<file path="src/verilog/rtf_pkg.sv">
package rtf_pkg;
   // buffer geometry
   localparam int unsigned DEPTH      = 128;
   localparam int unsigned AW         = 7;
   localparam int unsigned CW         = 8;
   // host access address and command framing
   localparam logic [7:0]  FIFO_ADDR  = 8'hFF;
   localparam logic [7:0]  CMD_HEADER = 8'h80;
   localparam logic [7:0]  CMD_ABORT  = 8'h67;
   localparam logic [7:0]  CMD_FLUSH_RX = 8'h71;
   localparam logic [7:0]  CMD_FLUSH_TX = 8'h72;
   // transmit almost-full field carries the threshold plus this offset
   localparam logic [7:0]  TX_AF_OFFSET = 8'h02;
   // status bit positions in the main controller state word
   localparam int unsigned ST_FULL_BIT  = 9;
   localparam int unsigned ST_EMPTY_BIT = 8;
   // reset values
   localparam logic [CW-1:0] COUNT_RST = 8'h00;
   localparam logic [AW-1:0] PTR_RST   = 7'h00;
   localparam logic [7:0]    BYTE_RST  = 8'h00;
   // conditions seen just after reset: both buffers empty, so no empty event follows reset
   localparam logic [8:0]    COND_RST  = 9'h020;
   // radio state machine
   typedef enum logic [2:0] {
      RS_READY = 3'b001,
      RS_TX    = 3'b010,
      RS_RX    = 3'b100
   } rtf_radio_type;
endpackage : rtf_pkg

</file>
<file path="src/verilog/rtf_mem.sv">
`timescale 1ns/1ns
// simple dual port byte memory with registered read data
module rtf_mem
   import rtf_pkg::*;
(
   input  wire logic          clk_i,
   input  wire logic          wr_en_i,
   input  wire logic [AW-1:0] wr_addr_i,
   input  wire logic [7:0]    wr_data_i,
   input  wire logic          rd_en_i,
   input  wire logic [AW-1:0] rd_addr_i,
   output logic      [7:0]    rd_data_o
);
   logic [7:0] mem [DEPTH];

   // storage write, no reset so contents stay undefined until written; a flush only clears pointers
   always_ff @(posedge clk_i)
   begin
      if (wr_en_i)
      begin
         mem[wr_addr_i] <= wr_data_i;
      end
   end

   // registered read port
   always_ff @(posedge clk_i)
   begin
      if (rd_en_i)
      begin
         rd_data_o <= mem[rd_addr_i];
      end
   end
endmodule : rtf_mem

</file>
<file path="src/verilog/rtf_fifo.sv">
`timescale 1ns/1ns
// Operation
// - two separate 128-byte transmit and receive buffers
// - fixed address 0xFF maps onto both buffers
// - transmit free count hits level-minus-two: event
// - transmit occupancy drains to almost-empty: event
// - receive free count hits level: event
// - receive occupancy drains to almost-empty: event
// - direction bit selects receive or transmit thresholds
// - separate overflow and underflow events per buffer
// - transmit underflow repeats last byte sent
// - retransmit stored packet when retries above zero
// - retransmit only for packets fitting buffer
// - flush commands empty the matching buffer
// - full/empty on state bits nine and eight
// - sleep keeps contents only in retention mode
// - commands act at transfer end immediately
// - abort returns transmit or receive to ready
module rtf_fifo
   import rtf_pkg::*;
(
   input  wire logic       CLK_I,
   input  wire logic       RST_B_I,
   // host access, already decoded to bytes by the serial front end
   input  wire logic       HOST_WR_I,
   input  wire logic       HOST_RD_I,
   input  wire logic [7:0] HOST_ADDR_I,
   input  wire logic [7:0] HOST_WDATA_I,
   output logic      [7:0] HOST_RDATA_O,
   input  wire logic       CMD_VALID_I,
   input  wire logic [7:0] CMD_HDR_I,
   input  wire logic [7:0] CMD_CODE_I,
   // radio control
   input  wire logic       TX_START_I,
   input  wire logic       RX_START_I,
   input  wire logic       PKT_END_I,
   input  wire logic       SLEEP_I,
   input  wire logic       SLEEP_RETAIN_I,
   // configuration
   input  wire logic [7:0] TRANSMIT_ALMOST_FULL_LEVEL_I,
   input  wire logic [7:0] TRANSMIT_ALMOST_EMPTY_LEVEL_I,
   input  wire logic [7:0] RECEIVE_ALMOST_FULL_LEVEL_I,
   input  wire logic [7:0] RECEIVE_ALMOST_EMPTY_LEVEL_I,
   input  wire logic       THRESHOLD_IRQ_DIRECTION_SELECT_I,
   input  wire logic [3:0] MAX_RETRANSMISSION_COUNT_I,
   // packet engine side
   input  wire logic       ENG_TX_RD_I,
   output logic      [7:0] ENG_TX_DATA_O,
   input  wire logic       ENG_RX_WR_I,
   input  wire logic [7:0] ENG_RX_DATA_I,
   // status and events
   output logic [9:8]      MAIN_CONTROLLER_STATE_O,
   output logic            RADIO_READY_O,
   output logic            RADIO_TX_O,
   output logic            RADIO_RX_O,
   output logic [7:0]      TX_COUNT_O,
   output logic [7:0]      RX_COUNT_O,
   output logic            TX_AF_EVT_O,
   output logic            TX_AE_EVT_O,
   output logic            RX_AF_EVT_O,
   output logic            RX_AE_EVT_O,
   output logic            TX_OVF_EVT_O,
   output logic            TX_UNF_EVT_O,
   output logic            RX_OVF_EVT_O,
   output logic            RX_UNF_EVT_O,
   output logic            FULL_EVT_O,
   output logic            EMPTY_EVT_O
);
   logic [CW-1:0]  tx_cnt_q, rx_cnt_q;
   logic [AW-1:0]  tx_wp_q, tx_rp_q, tx_base_q, rx_wp_q, rx_rp_q;
   logic [7:0]     tx_last_q;
   logic           tx_rd_act_q;
   logic           loaded_q;
   logic [7:0]     tx_mem_q, rx_mem_q;
   rtf_radio_type  state_q;
   logic           cmd_ok, flush_tx, flush_rx, abort, lose;
   logic           h_wr, h_rd, tx_push, tx_pop, rx_push, rx_pop;
   logic           tx_ovf, tx_unf, rx_ovf, rx_unf, retx;
   logic [CW-1:0]  tx_free, rx_free;
   logic [8:0]     cond_d, cond_q;

   // true when a count equals a level given as a byte
   function automatic logic at_level(input logic [CW-1:0] c, input logic [7:0] lvl);
      at_level = (c == lvl);
   endfunction : at_level

   // header byte qualifies the command code
   assign cmd_ok   = CMD_VALID_I && (CMD_HDR_I == CMD_HEADER);
   // act in the cycle the transfer completes
   assign flush_tx = cmd_ok && (CMD_CODE_I == CMD_FLUSH_TX);
   assign flush_rx = cmd_ok && (CMD_CODE_I == CMD_FLUSH_RX);
   assign abort    = cmd_ok && (CMD_CODE_I == CMD_ABORT);
   // sleep without retention drops the contents
   assign lose     = SLEEP_I && !SLEEP_RETAIN_I;

   // only the fixed address reaches the buffers
   assign h_wr = HOST_WR_I && (HOST_ADDR_I == FIFO_ADDR);
   assign h_rd = HOST_RD_I && (HOST_ADDR_I == FIFO_ADDR);

   // reads on empty transmit buffer keep the last byte
   assign tx_push = h_wr && (tx_cnt_q != CW'(DEPTH));
   assign tx_pop  = ENG_TX_RD_I && (tx_cnt_q != COUNT_RST);
   assign rx_push = ENG_RX_WR_I && (rx_cnt_q != CW'(DEPTH));
   assign rx_pop  = h_rd && (rx_cnt_q != COUNT_RST);
   // error detection per buffer and direction
   assign tx_ovf  = h_wr && (tx_cnt_q == CW'(DEPTH));
   assign tx_unf  = ENG_TX_RD_I && (tx_cnt_q == COUNT_RST);
   assign rx_ovf  = ENG_RX_WR_I && (rx_cnt_q == CW'(DEPTH));
   assign rx_unf  = h_rd && (rx_cnt_q == COUNT_RST);

   // rewind when retries allowed and nothing new loaded
   // rewind point is the first byte still held
   assign retx = TX_START_I && (state_q == RS_READY) && (tx_cnt_q == COUNT_RST)
                 && (MAX_RETRANSMISSION_COUNT_I != 4'h0) && !loaded_q;

   rtf_mem u_tx_mem
   (
      .clk_i     (CLK_I),
      .wr_en_i   (tx_push),
      .wr_addr_i (tx_wp_q),
      .wr_data_i (HOST_WDATA_I),
      .rd_en_i   (tx_pop),
      .rd_addr_i (tx_rp_q),
      .rd_data_o (tx_mem_q)
   );

   rtf_mem u_rx_mem
   (
      .clk_i     (CLK_I),
      .wr_en_i   (rx_push),
      .wr_addr_i (rx_wp_q),
      .wr_data_i (ENG_RX_DATA_I),
      .rd_en_i   (rx_pop),
      .rd_addr_i (rx_rp_q),
      .rd_data_o (rx_mem_q)
   );

   // radio state for the abort command
   always_ff @(posedge CLK_I or negedge RST_B_I)
   begin
      if (!RST_B_I)
         state_q <= RS_READY;
      else
      begin
         unique case (state_q)
            RS_READY:
            begin
               if (TX_START_I)
                  state_q <= RS_TX;
               else if (RX_START_I)
                  state_q <= RS_RX;
            end
            RS_TX, RS_RX:
            begin
               if (abort || PKT_END_I)
                  state_q <= RS_READY;
            end
            default: state_q <= RS_READY;
         endcase
      end
   end

   // transmit pointers and occupancy
   always_ff @(posedge CLK_I or negedge RST_B_I)
   begin
      if (!RST_B_I)
      begin
         tx_wp_q   <= PTR_RST;
         tx_rp_q   <= PTR_RST;
         tx_base_q <= PTR_RST;
         tx_cnt_q  <= COUNT_RST;
         loaded_q  <= 1'b0;
      end
      else if (flush_tx || lose)
      begin
         tx_wp_q   <= PTR_RST;
         tx_rp_q   <= PTR_RST;
         tx_base_q <= PTR_RST;
         tx_cnt_q  <= COUNT_RST;
         loaded_q  <= 1'b0;
      end
      else if (retx)
      begin
         tx_rp_q  <= tx_base_q;
         tx_cnt_q <= CW'(tx_wp_q - tx_base_q) | (tx_wp_q == tx_base_q ? 8'h80 : 8'h00);
         loaded_q <= 1'b0;
      end
      else
      begin
         if (tx_push)
            tx_wp_q <= tx_wp_q + 7'h01;
         if (tx_pop)
            tx_rp_q <= tx_rp_q + 7'h01;
         // new packet marks the base and blocks retransmission
         if (tx_push && tx_cnt_q == COUNT_RST)
            tx_base_q <= tx_wp_q;
         if (tx_push)
            loaded_q <= 1'b1;
         else if (TX_START_I)
            loaded_q <= 1'b0;
         tx_cnt_q <= tx_cnt_q + CW'(tx_push) - CW'(tx_pop);
      end
   end

   // receive pointers and occupancy
   always_ff @(posedge CLK_I or negedge RST_B_I)
   begin
      if (!RST_B_I)
      begin
         rx_wp_q  <= PTR_RST;
         rx_rp_q  <= PTR_RST;
         rx_cnt_q <= COUNT_RST;
      end
      else if (flush_rx || lose)
      begin
         rx_wp_q  <= PTR_RST;
         rx_rp_q  <= PTR_RST;
         rx_cnt_q <= COUNT_RST;
      end
      else
      begin
         if (rx_push)
            rx_wp_q <= rx_wp_q + 7'h01;
         if (rx_pop)
            rx_rp_q <= rx_rp_q + 7'h01;
         rx_cnt_q <= rx_cnt_q + CW'(rx_push) - CW'(rx_pop);
      end
   end

   // remember whether the engine has a fresh byte
   always_ff @(posedge CLK_I or negedge RST_B_I)
   begin
      if (!RST_B_I)
      begin
         tx_rd_act_q <= 1'b0;
         tx_last_q   <= BYTE_RST;
      end
      else
      begin
         tx_rd_act_q <= tx_pop;
         if (tx_rd_act_q)
            tx_last_q <= tx_mem_q;
      end
   end

   assign tx_free = CW'(DEPTH) - tx_cnt_q;
   assign rx_free = CW'(DEPTH) - rx_cnt_q;

   // level conditions gated by direction select; full and empty conditions are not gated
   always_comb
   begin
      cond_d = 9'h000;
      // direction bit picks the active thresholds
      if (!THRESHOLD_IRQ_DIRECTION_SELECT_I)
      begin
         cond_d[0] = at_level(tx_free, TRANSMIT_ALMOST_FULL_LEVEL_I - TX_AF_OFFSET);
         cond_d[1] = at_level(tx_cnt_q, TRANSMIT_ALMOST_EMPTY_LEVEL_I);
      end
      else
      begin
         // free count equals the programmed level
         cond_d[2] = at_level(rx_free, RECEIVE_ALMOST_FULL_LEVEL_I);
         cond_d[3] = at_level(rx_cnt_q, RECEIVE_ALMOST_EMPTY_LEVEL_I);
      end
      cond_d[4] = (tx_cnt_q == CW'(DEPTH)) || (rx_cnt_q == CW'(DEPTH));
      cond_d[5] = (tx_cnt_q == COUNT_RST) || (rx_cnt_q == COUNT_RST);
      cond_d[8:6] = 3'b000;
   end

   // edge detect so each level, full or empty event is one pulse
   always_ff @(posedge CLK_I or negedge RST_B_I)
   begin
      if (!RST_B_I)
         cond_q <= COND_RST;
      else
         cond_q <= cond_d;
   end

   // registered event and status outputs
   always_ff @(posedge CLK_I or negedge RST_B_I)
   begin
      if (!RST_B_I)
      begin
         TX_AF_EVT_O  <= 1'b0;
         TX_AE_EVT_O  <= 1'b0;
         RX_AF_EVT_O  <= 1'b0;
         RX_AE_EVT_O  <= 1'b0;
         FULL_EVT_O   <= 1'b0;
         EMPTY_EVT_O  <= 1'b0;
         TX_OVF_EVT_O <= 1'b0;
         TX_UNF_EVT_O <= 1'b0;
         RX_OVF_EVT_O <= 1'b0;
         RX_UNF_EVT_O <= 1'b0;
         MAIN_CONTROLLER_STATE_O <= 2'b01;
      end
      else
      begin
         TX_AF_EVT_O  <= cond_d[0] && !cond_q[0];
         TX_AE_EVT_O  <= cond_d[1] && !cond_q[1];
         RX_AF_EVT_O  <= cond_d[2] && !cond_q[2];
         RX_AE_EVT_O  <= cond_d[3] && !cond_q[3];
         // status bits and matching events together
         FULL_EVT_O   <= cond_d[4] && !cond_q[4];
         EMPTY_EVT_O  <= cond_d[5] && !cond_q[5];
         MAIN_CONTROLLER_STATE_O[ST_FULL_BIT]  <= cond_d[4];
         MAIN_CONTROLLER_STATE_O[ST_EMPTY_BIT] <= cond_d[5];
         TX_OVF_EVT_O <= tx_ovf;
         TX_UNF_EVT_O <= tx_unf;
         RX_OVF_EVT_O <= rx_ovf;
         RX_UNF_EVT_O <= rx_unf;
      end
   end

   // data toward the host and engine
   assign HOST_RDATA_O  = rx_mem_q;
   // empty buffer repeats the last byte sent
   assign ENG_TX_DATA_O = tx_rd_act_q ? tx_mem_q : tx_last_q;
   assign TX_COUNT_O    = tx_cnt_q;
   assign RX_COUNT_O    = rx_cnt_q;
   assign RADIO_READY_O = (state_q == RS_READY);
   assign RADIO_TX_O    = (state_q == RS_TX);
   assign RADIO_RX_O    = (state_q == RS_RX);
endmodule : rtf_fifo

</file>
<file path="config.mk">
export PLATFORM = sky130hd
export DESIGN_NAME = rtf_fifo
export DESIGN_NICKNAME = d
export VERILOG_FILES = /design/src/verilog/rtf_pkg.sv /design/src/verilog/rtf_mem.sv /design/src/verilog/rtf_fifo.sv
export SDC_FILE = /design/constraint.sdc
export NUM_CORES = 2
export LEC_CHECK = 0
export BUFFER_PORTS_ARGS = -buffer_cell sky130_fd_sc_hd__buf_2
export CORE_MARGIN = 5
export CORE_UTILIZATION = 52
export CTS_CLUSTER_DIAMETER = 200
export DETAILED_ROUTE_END_ITERATION = 8
export MAX_ROUTING_LAYER = met4
export PLACE_DENSITY = 0.73
export SYNTH_ARGS = -nofsm -noshare
export SYNTH_HDL_FRONTEND = slang
export SYNTH_SLANG_ARGS = --single-unit
</file>
<file path="constraint.sdc">
create_clock -name CLK_I -period 6 [get_ports CLK_I]
set_input_delay 0.3 -clock CLK_I [delete_from_list [all_inputs] [get_ports CLK_I]]
set_output_delay 0.3 -clock CLK_I [all_outputs]
set_load 0.01 [all_outputs]
</file>
== Word-level counts from Yosys, hierarchy flattened ==
Memories as Yosys holds them, arrays and structs flattened. A register that Yosys moved wholly into a read port is not among the register bits.
Index checks and enable logic that the tools add are counted.

* Flip-flop bits (word level): 82
* Bits in writable memories: 2048
* Bits of input ports: 89
* Output and inout bits: 47
* Logic and storage cells: 144
* Memories: 2

* Add/sub/neg operators: 12
* Eq/ne operators: 20
* Mux-type cells: 32
* Bitwise operators: 1
* Reduce and logical (&&, ||, !) cells: 54

{| class="wikitable"
|+ Memories
! name !! words !! bits a word !! rd ports !! clocked after memory_dff !! wr ports !! RTL line !! RTL
|-
| u_rx_mem.mem || 128 || 8 || 1 || 1 || 1 || rtf_mem.sv:14 || <nowiki>logic [7:0] mem [DEPTH];</nowiki>
|-
| u_tx_mem.mem || 128 || 8 || 1 || 1 || 1 || rtf_mem.sv:14 ||
|}

{| class="wikitable"
|+ Operator list
! cell !! number
|-
| $mux W7 || 13
|-
| $mux W8 || 5
|-
| $eq A8 B8 Y1 || 4
|-
| $eq A8 B8 Y1 const B || 4
|-
| $add A7 B1 Y7 const B || 4
|-
| $logic_and A1 B1 Y1 || 26
|-
| $eq A8 B7 Y1 const B || 3
|-
| $add A8 B1 Y8 || 2
|-
| $logic_not A8 Y1 || 2
|-
| $ne A8 B8 Y1 const B || 2
|-
| $reduce_bool A8 Y1 || 2
|-
| $sub A8 B1 Y8 || 2
|-
| $sub A8 B8 Y8 const A || 2
|-
| $mux W3 || 3
|-
| $logic_not A1 Y1 || 8
|-
| $mux W1 || 8
|-
| $or A8 B8 Y8 || 1
|-
| $reduce_bool A2 Y1 || 4
|-
| $reduce_bool A4 Y1 || 2
|-
| $sub A7 B7 Y8 || 1
|-
| $sub A8 B2 Y8 const B || 1
|-
| $eq A7 B7 Y1 || 1
|-
| $pmux W3 S2 || 1
|-
| $reduce_and A2 Y1 || 3
|-
| other kinds (10) || 15
|}

== Depth between registers and ports, before layout ==
* Word-level depth: 7
* Mapped depth: 15
* Depth with buffers taken out: 15

== Cells and area by module ==
A second synthesis with hierarchy kept.

* Cells, all modules: 3812
* Area, all modules: 84806.3 um^2

{| class="wikitable"
|+ Modules (own cells, without submodules)
! module !! times used !! cells each !! area each (um^2) !! sequential area each (um^2)
|-
| rtf_mem || 2 || 1635 || 39745.6 || 30989.7
|-
| rtf_fifo || 1 || 542 || 5315.1 || 2004.4
|}

== Least setup slack after synthesis ==
Ideal clock, no wire load.

* Path type: register to register
* Start: reg tx_cnt_q[1], in the netlist TX_COUNT_O[1]
* End: reg tx_cnt_q[6], in the netlist TX_COUNT_O[6]
* Library setup time: 0.094 ns
* Arrival time: 3.269 ns
* Required time: 5.906 ns
* Setup slack: 2.637 ns
* Cell stages (with the launch flop): 16
* Buffers on the path: 1
* Clock period less this slack: 3.363 ns
* Cell sequence: dfrtp_1 inv_1 ha_1 nand4_1 and2_1 clkbuf_1 ha_1 inv_1 ha_1 fa_1 nand2b_1 a21oi_1 nor2_1 o31ai_1 xor2_1 a211oi_1

* Elaborated cells on any way between the ends: 12
* Classes of those cells: add/sub: 2; eq/ne: 1; mux: 2; reduce/logical: 7

{| class="wikitable"
|+ RTL lines
! what !! RTL line !! RTL
|-
| start: declaration || rtf_fifo.sv:69 || <nowiki>logic [CW-1:0] tx_cnt_q, rx_cnt_q;</nowiki>
|-
| start signal: assignment || rtf_fifo.sv:185 || <nowiki>tx_cnt_q <= CW'(tx_wp_q - tx_base_q) | (tx_wp_q == tx_base_q ? 8'h80 : 8'h00);</nowiki>
|-
| start signal: assignment || rtf_fifo.sv:201 || <nowiki>tx_cnt_q <= tx_cnt_q + CW'(tx_push) - CW'(tx_pop);</nowiki>
|-
| $reduce_bool A8 Y1 || rtf_fifo.sv:102 || <nowiki>assign tx_pop = ENG_TX_RD_I && (tx_cnt_q != COUNT_RST);</nowiki>
|-
| $logic_and A1 B1 Y1 || rtf_fifo.sv:102 ||
|-
| via tx_pop || rtf_fifo.sv:77 || <nowiki>logic h_wr, h_rd, tx_push, tx_pop, rx_push, rx_pop;</nowiki>
|-
| $sub A8 B1 Y8 || rtf_fifo.sv:201 ||
|-
| $mux W8 || rtf_fifo.sv:182 || <nowiki>else if (retx)</nowiki>
|-
| $mux W8 || rtf_fifo.sv:174 || <nowiki>else if (flush_tx || lose)</nowiki>
|}

The timed path passes the listed nets, and every way through them passes these cells.
A chain may end at the register's enable or synchronous reset.

== Final worst setup path ==
* Start: reg tx_cnt_q[0], in the netlist TX_COUNT_O[0]
* End: mem u_tx_mem.mem[19][6] (enable)

* Longest elaborated chain between the ends: 4

{| class="wikitable"
|+ RTL lines
! what !! RTL line !! RTL
|-
| $ne A8 B8 Y1 || rtf_fifo.sv:101 || <nowiki>assign tx_push = h_wr && (tx_cnt_q != CW'(DEPTH));</nowiki>
|-
| $logic_and A1 B1 Y1 || rtf_fifo.sv:101 ||
|-
| $mux W1 || rtf_mem.sv:19 || <nowiki>if (wr_en_i)</nowiki>
|-
| $mux W1 (implied by the code) || rtf_mem.sv:21 || <nowiki>mem[wr_addr_i] <= wr_data_i;</nowiki>
|-
| end: declaration || rtf_mem.sv:14 ||
|}

No other way between the ends.

==> key figures <==
Outcome
  • Outcome: completed

Global route
  • First-pass GRT wire length: approximately 300 mm
  • Total track usage: ~24%
  • Vias in the first global route: around 44000
  • Largest net degree at the start of global routing: 109
  • Initial antenna violation count: 6
  • Grt ovf: 0

Clock tree
  • Bufs on Longest Clock Path: 3
  • Clock sinks: between 2000 and 2500
  • Clk slew on worst S/H paths: about 60 ps
  • CTS tree: yes
  • Post-CTS setup buffers: 0
  • Clock Latency Late Sink: 830 ps
  • H-tree levels: 4
  • CTS Root Cell: clkbuf_16
  • Inserted Clock Buffers: 200
  • Post-CTS resize count: 0

Floorplan
  • Core Region: roughly 0.16 mm2
  • Initial Util: 52.3%
  • Die Y: roughly 410 um
  • # rows: 148
  • Chip width: a little over 400 um
  • Die ar.: between 0.15 and 0.2 mm2
  • IO Count: ~140

Timing
  • Unrepaired setup endpoints after global routing: no
  • Clock Skew: ~32 ps
  • Fin. max-slew vios: 0
  • Worst slew pin tran: 1280 ps
  • Tmin final: about 4000 ps
  • Setup_tns: 0 ps
  • Hold Vio Cnt, Final: 0
  • Period utilization: 66.8%
  • F_max: around 250 MHz
  • Final setup violation count: 0
  • Max_slew headroom: 14.2%

Synthesis
  • Post-synth EDFFs: 2064
  • Syn_nets: between 4000 and 5000
  • Top-count cell post-synth: edfxtp_1
  • Yosys top cell area share: between 70 and 80%
  • Yosys reg bits: between 2000 and 2500
  • Cells after synthesis: about 4400
  • Top_reg_cell synth: edfxtp_1
  • Register area share after synthesis: between 70% and 80%
  • Synth cell types: 78
  • Syn Area/Cell: between 15 and 20 um2
  • Top cells by area, synth: edfxtp_1 73%, mux4_2 11%, dfrtp_1 2.3%, mux2i_1 2.2%, nor2_1 1.6%
  • Async SR Flop Fraction: 3.73%
  • Synth Cell Area: 0.0851 mm2
  • Synth warn: 0
  • Synth area leader: edfxtp_1
  • Synth cell count leaders: 2064 x edfxtp_1, 409 x mux4_2, 353 x nor2_1

Drt
  • Initial DRC Count: between 5000 and 6000
  • Antenna Nets Post-Route: 0
  • DRC errors left: 0
  • Total Wirelength: slightly above 200 mm
  • Via Count: roughly 44000
  • Detailed Routing Iterations Pass 1: 6
  • Wire length per cell: 29.6 um
  • Post-DR vias/cell: 6.40

Finish
  • Share of cells above drive strength 1: about a fifth
  • Area of the multi-input gates: 0.0197 mm2
  • Area Growth Syn to Fin: 11.5%
  • Filler cell count: approximately 12000
  • Final cell count without fillers: ~6900
  • Nets: about 4700
  • Register area: about 0.064 mm2

Pwr
  • Leak: roughly 30 nW
  • P_int: between 20 and 30 mW
  • Clk pwr share: between 30% and 40%
  • Part of the power in registers: between 40 and 50%
  • Logic pwr share: between 15 and 20%
  • P_sw: ~9 mW
  • Worst VDD drop: slightly below 0.4 mV
  • PwrDens: 373 mW/mm2
  • Sw frac: ~26%

Setup path
  • Delay-heaviest family, CP: simple AND/OR/NAND/NOR gates
  • Max FO, Critical Path: 16
  • Critical path class: reg2reg
  • CP startpoint kind: flop
  • Max stage delay on crit path: roughly 900 ps
  • Crit. Startpoint: TX_COUNT_O[0]
  • RR Startpoint: TX_COUNT_O[0]
  • WP buf/inv: 2
  • Stages on the worst setup path: 8
  • Crit. End Element: flop
  • CP cell instances: inv_1, ha_1, nand4_1, and4_1, inv_1, nor2_1, nand3_2, nor2_1
  • Critical path data required time: around 6500 ps
  • R2r worst-path depth: 8
  • Slowest CP cell: nor2_1
  • Arr. time, crit path: 4460 ps

Placement
  • GP Congestion: slightly below 0.9
  • Detail Placement HPWL: ~120 mm
  • Post-placement cell count: ~6500
  • IO buf count: roughly 140

Flow run
  • Max_cap viols: 0

Min path
  • HP Start: ENG_RX_DATA_I[7]
  • Hold Path Class: in2reg
  • Worst Hold Path Cells: 1
[logic make-up after synthesis]
logic type,share of synthesized area (%)
AND/OR/NAND/NOR,3.44
multiplexers,13.8
flip-flops,75.2
buffers and inverters,1.84
adder cells (fa/ha/maj),0.717
AO/OA/AOI/OAI,4.22
XOR/XNOR,0.813
[worst reg2reg max path: stages, from the launching register on]
cell     delay (ps)
dfrtp_1         480
inv_1            80
ha_1            260
nand4_1         240
and4_1          380
inv_1           160
nor2_1          330
nand3_2         780
nor2_1          940
[final timing paths]
kind | end | slack (ps)
worst max register to register | u_tx_mem.mem[19][6] | 1990
worst min register to register | TX_AE_EVT_O | 400
min in group asynchronous | tx_rp_q[1] | 540
worst min-delay path | u_rx_mem.mem[44][7] | 30
worst max-delay path | u_tx_mem.mem[19][6] | 1990
max in group asynchronous | rx_rp_q[1] | 4660
[layer usage]
metal	global-route usage [%]	vias to the layer above	share of wire [%]
met5	-	-	0
met1	32.2	23000	37
met2	39.1	2557	50
li1	-	18300	-
met3	3.87	454	8.5
met4	8.63	0	3.9
[flip-flops by register name, indices dropped and copies added, names as in the netlist, 3 cells and up]
register	cells
RX_COUNT_O	8
TX_COUNT_O	8
cond_q	5
rx_rp_q	7
rx_wp_q	7
state_q	3
tx_base_q	7
tx_last_q	8
tx_rp_q	7
tx_wp_q	7
u_rx_mem.mem	1024
u_rx_mem.rd_data_o	8
u_tx_mem.mem	1024
u_tx_mem.rd_data_o	8
[final cells by class]
cell class | instances | share of cell area, %
diodes | 5 | 0.0132
clock buffers | 254 | 5.71
clock inverters | 116 | 1.21
inverters | 54 | 0.214
multi-input cells | 1932 | 20.7
flip-flops and latches | 2144 | 67.5
well taps | 2175 | 2.87
repair buffers | 242 | 1.82
[placed cells by master, fill, tap and decap left out, types with 11 or more instances in the layout]
master         Yosys  routed
a2111oi_0         11      11
a211oi_1          96      96
a21oi_1           77      77
a221oi_1          14      14
a22o_1            32      32
a22oi_1           73      73
and2_1            12      12
buf_2             66     118
buf_4             26      77
bufinv_16          0      20
clkbuf_1         107      39
clkbuf_16          0     205
clkinv_1           0      34
clkinv_2           0      37
clkinvlp_4         0      12
dfrtp_1           78      71
dlygate4sd3_1      0      38
edfxtp_1        2064    2064
ha_1              44      44
inv_1             54      54
mux2_2            54      54
mux2i_1          185     185
mux4_2           409     409
nand2_1          108      99
nand2b_1          16      16
nand3_1           34      32
nand4_1           15      15
nor2_1           353     351
nor2b_1           42      38
nor3_1            23      23
o211ai_1          11      11
o21ai_0           38      38
o221ai_1          28      28
o22ai_1           44      44
o32a_1            11      11
xnor2_1           51      51
xor2_1            28      28
[metrics by stage]
step	instance area (um2)	hold slack, ps	total power [mW]	worst slack [ps]	util [%]
5_1_grt	94900	20.5	36.6	1700	58.3
4_1_cts	94900	4.15	35.5	2010	58.3
6_report	94900	27.0	35.4	1990	58.3
3_3_place_gp	87900	269	22.9	2180	54.0
2_1_floorplan	85100	4.41	21.1	2640	-
3_5_place_dp	87900	270	23.0	2010	54.0
[timing repair]
item                       in CTS  in global routing
hold buffers                   39                  0
setup endpoints to repair       0                  0
hold endpoints to repair      332                  0
[power groups by stage]
stage,Clock [mW],Sequential (mW),Combinational (mW)
detailed placement,0,17.4,5.59
floorplan,0,17.1,3.97
finish,12.7,17.1,5.66
global route,13.5,17.1,6.00
CTS,12.8,17.1,5.66
global placement,0,17.4,5.55
No activity file was read; power rests on OpenSTA's default activity.
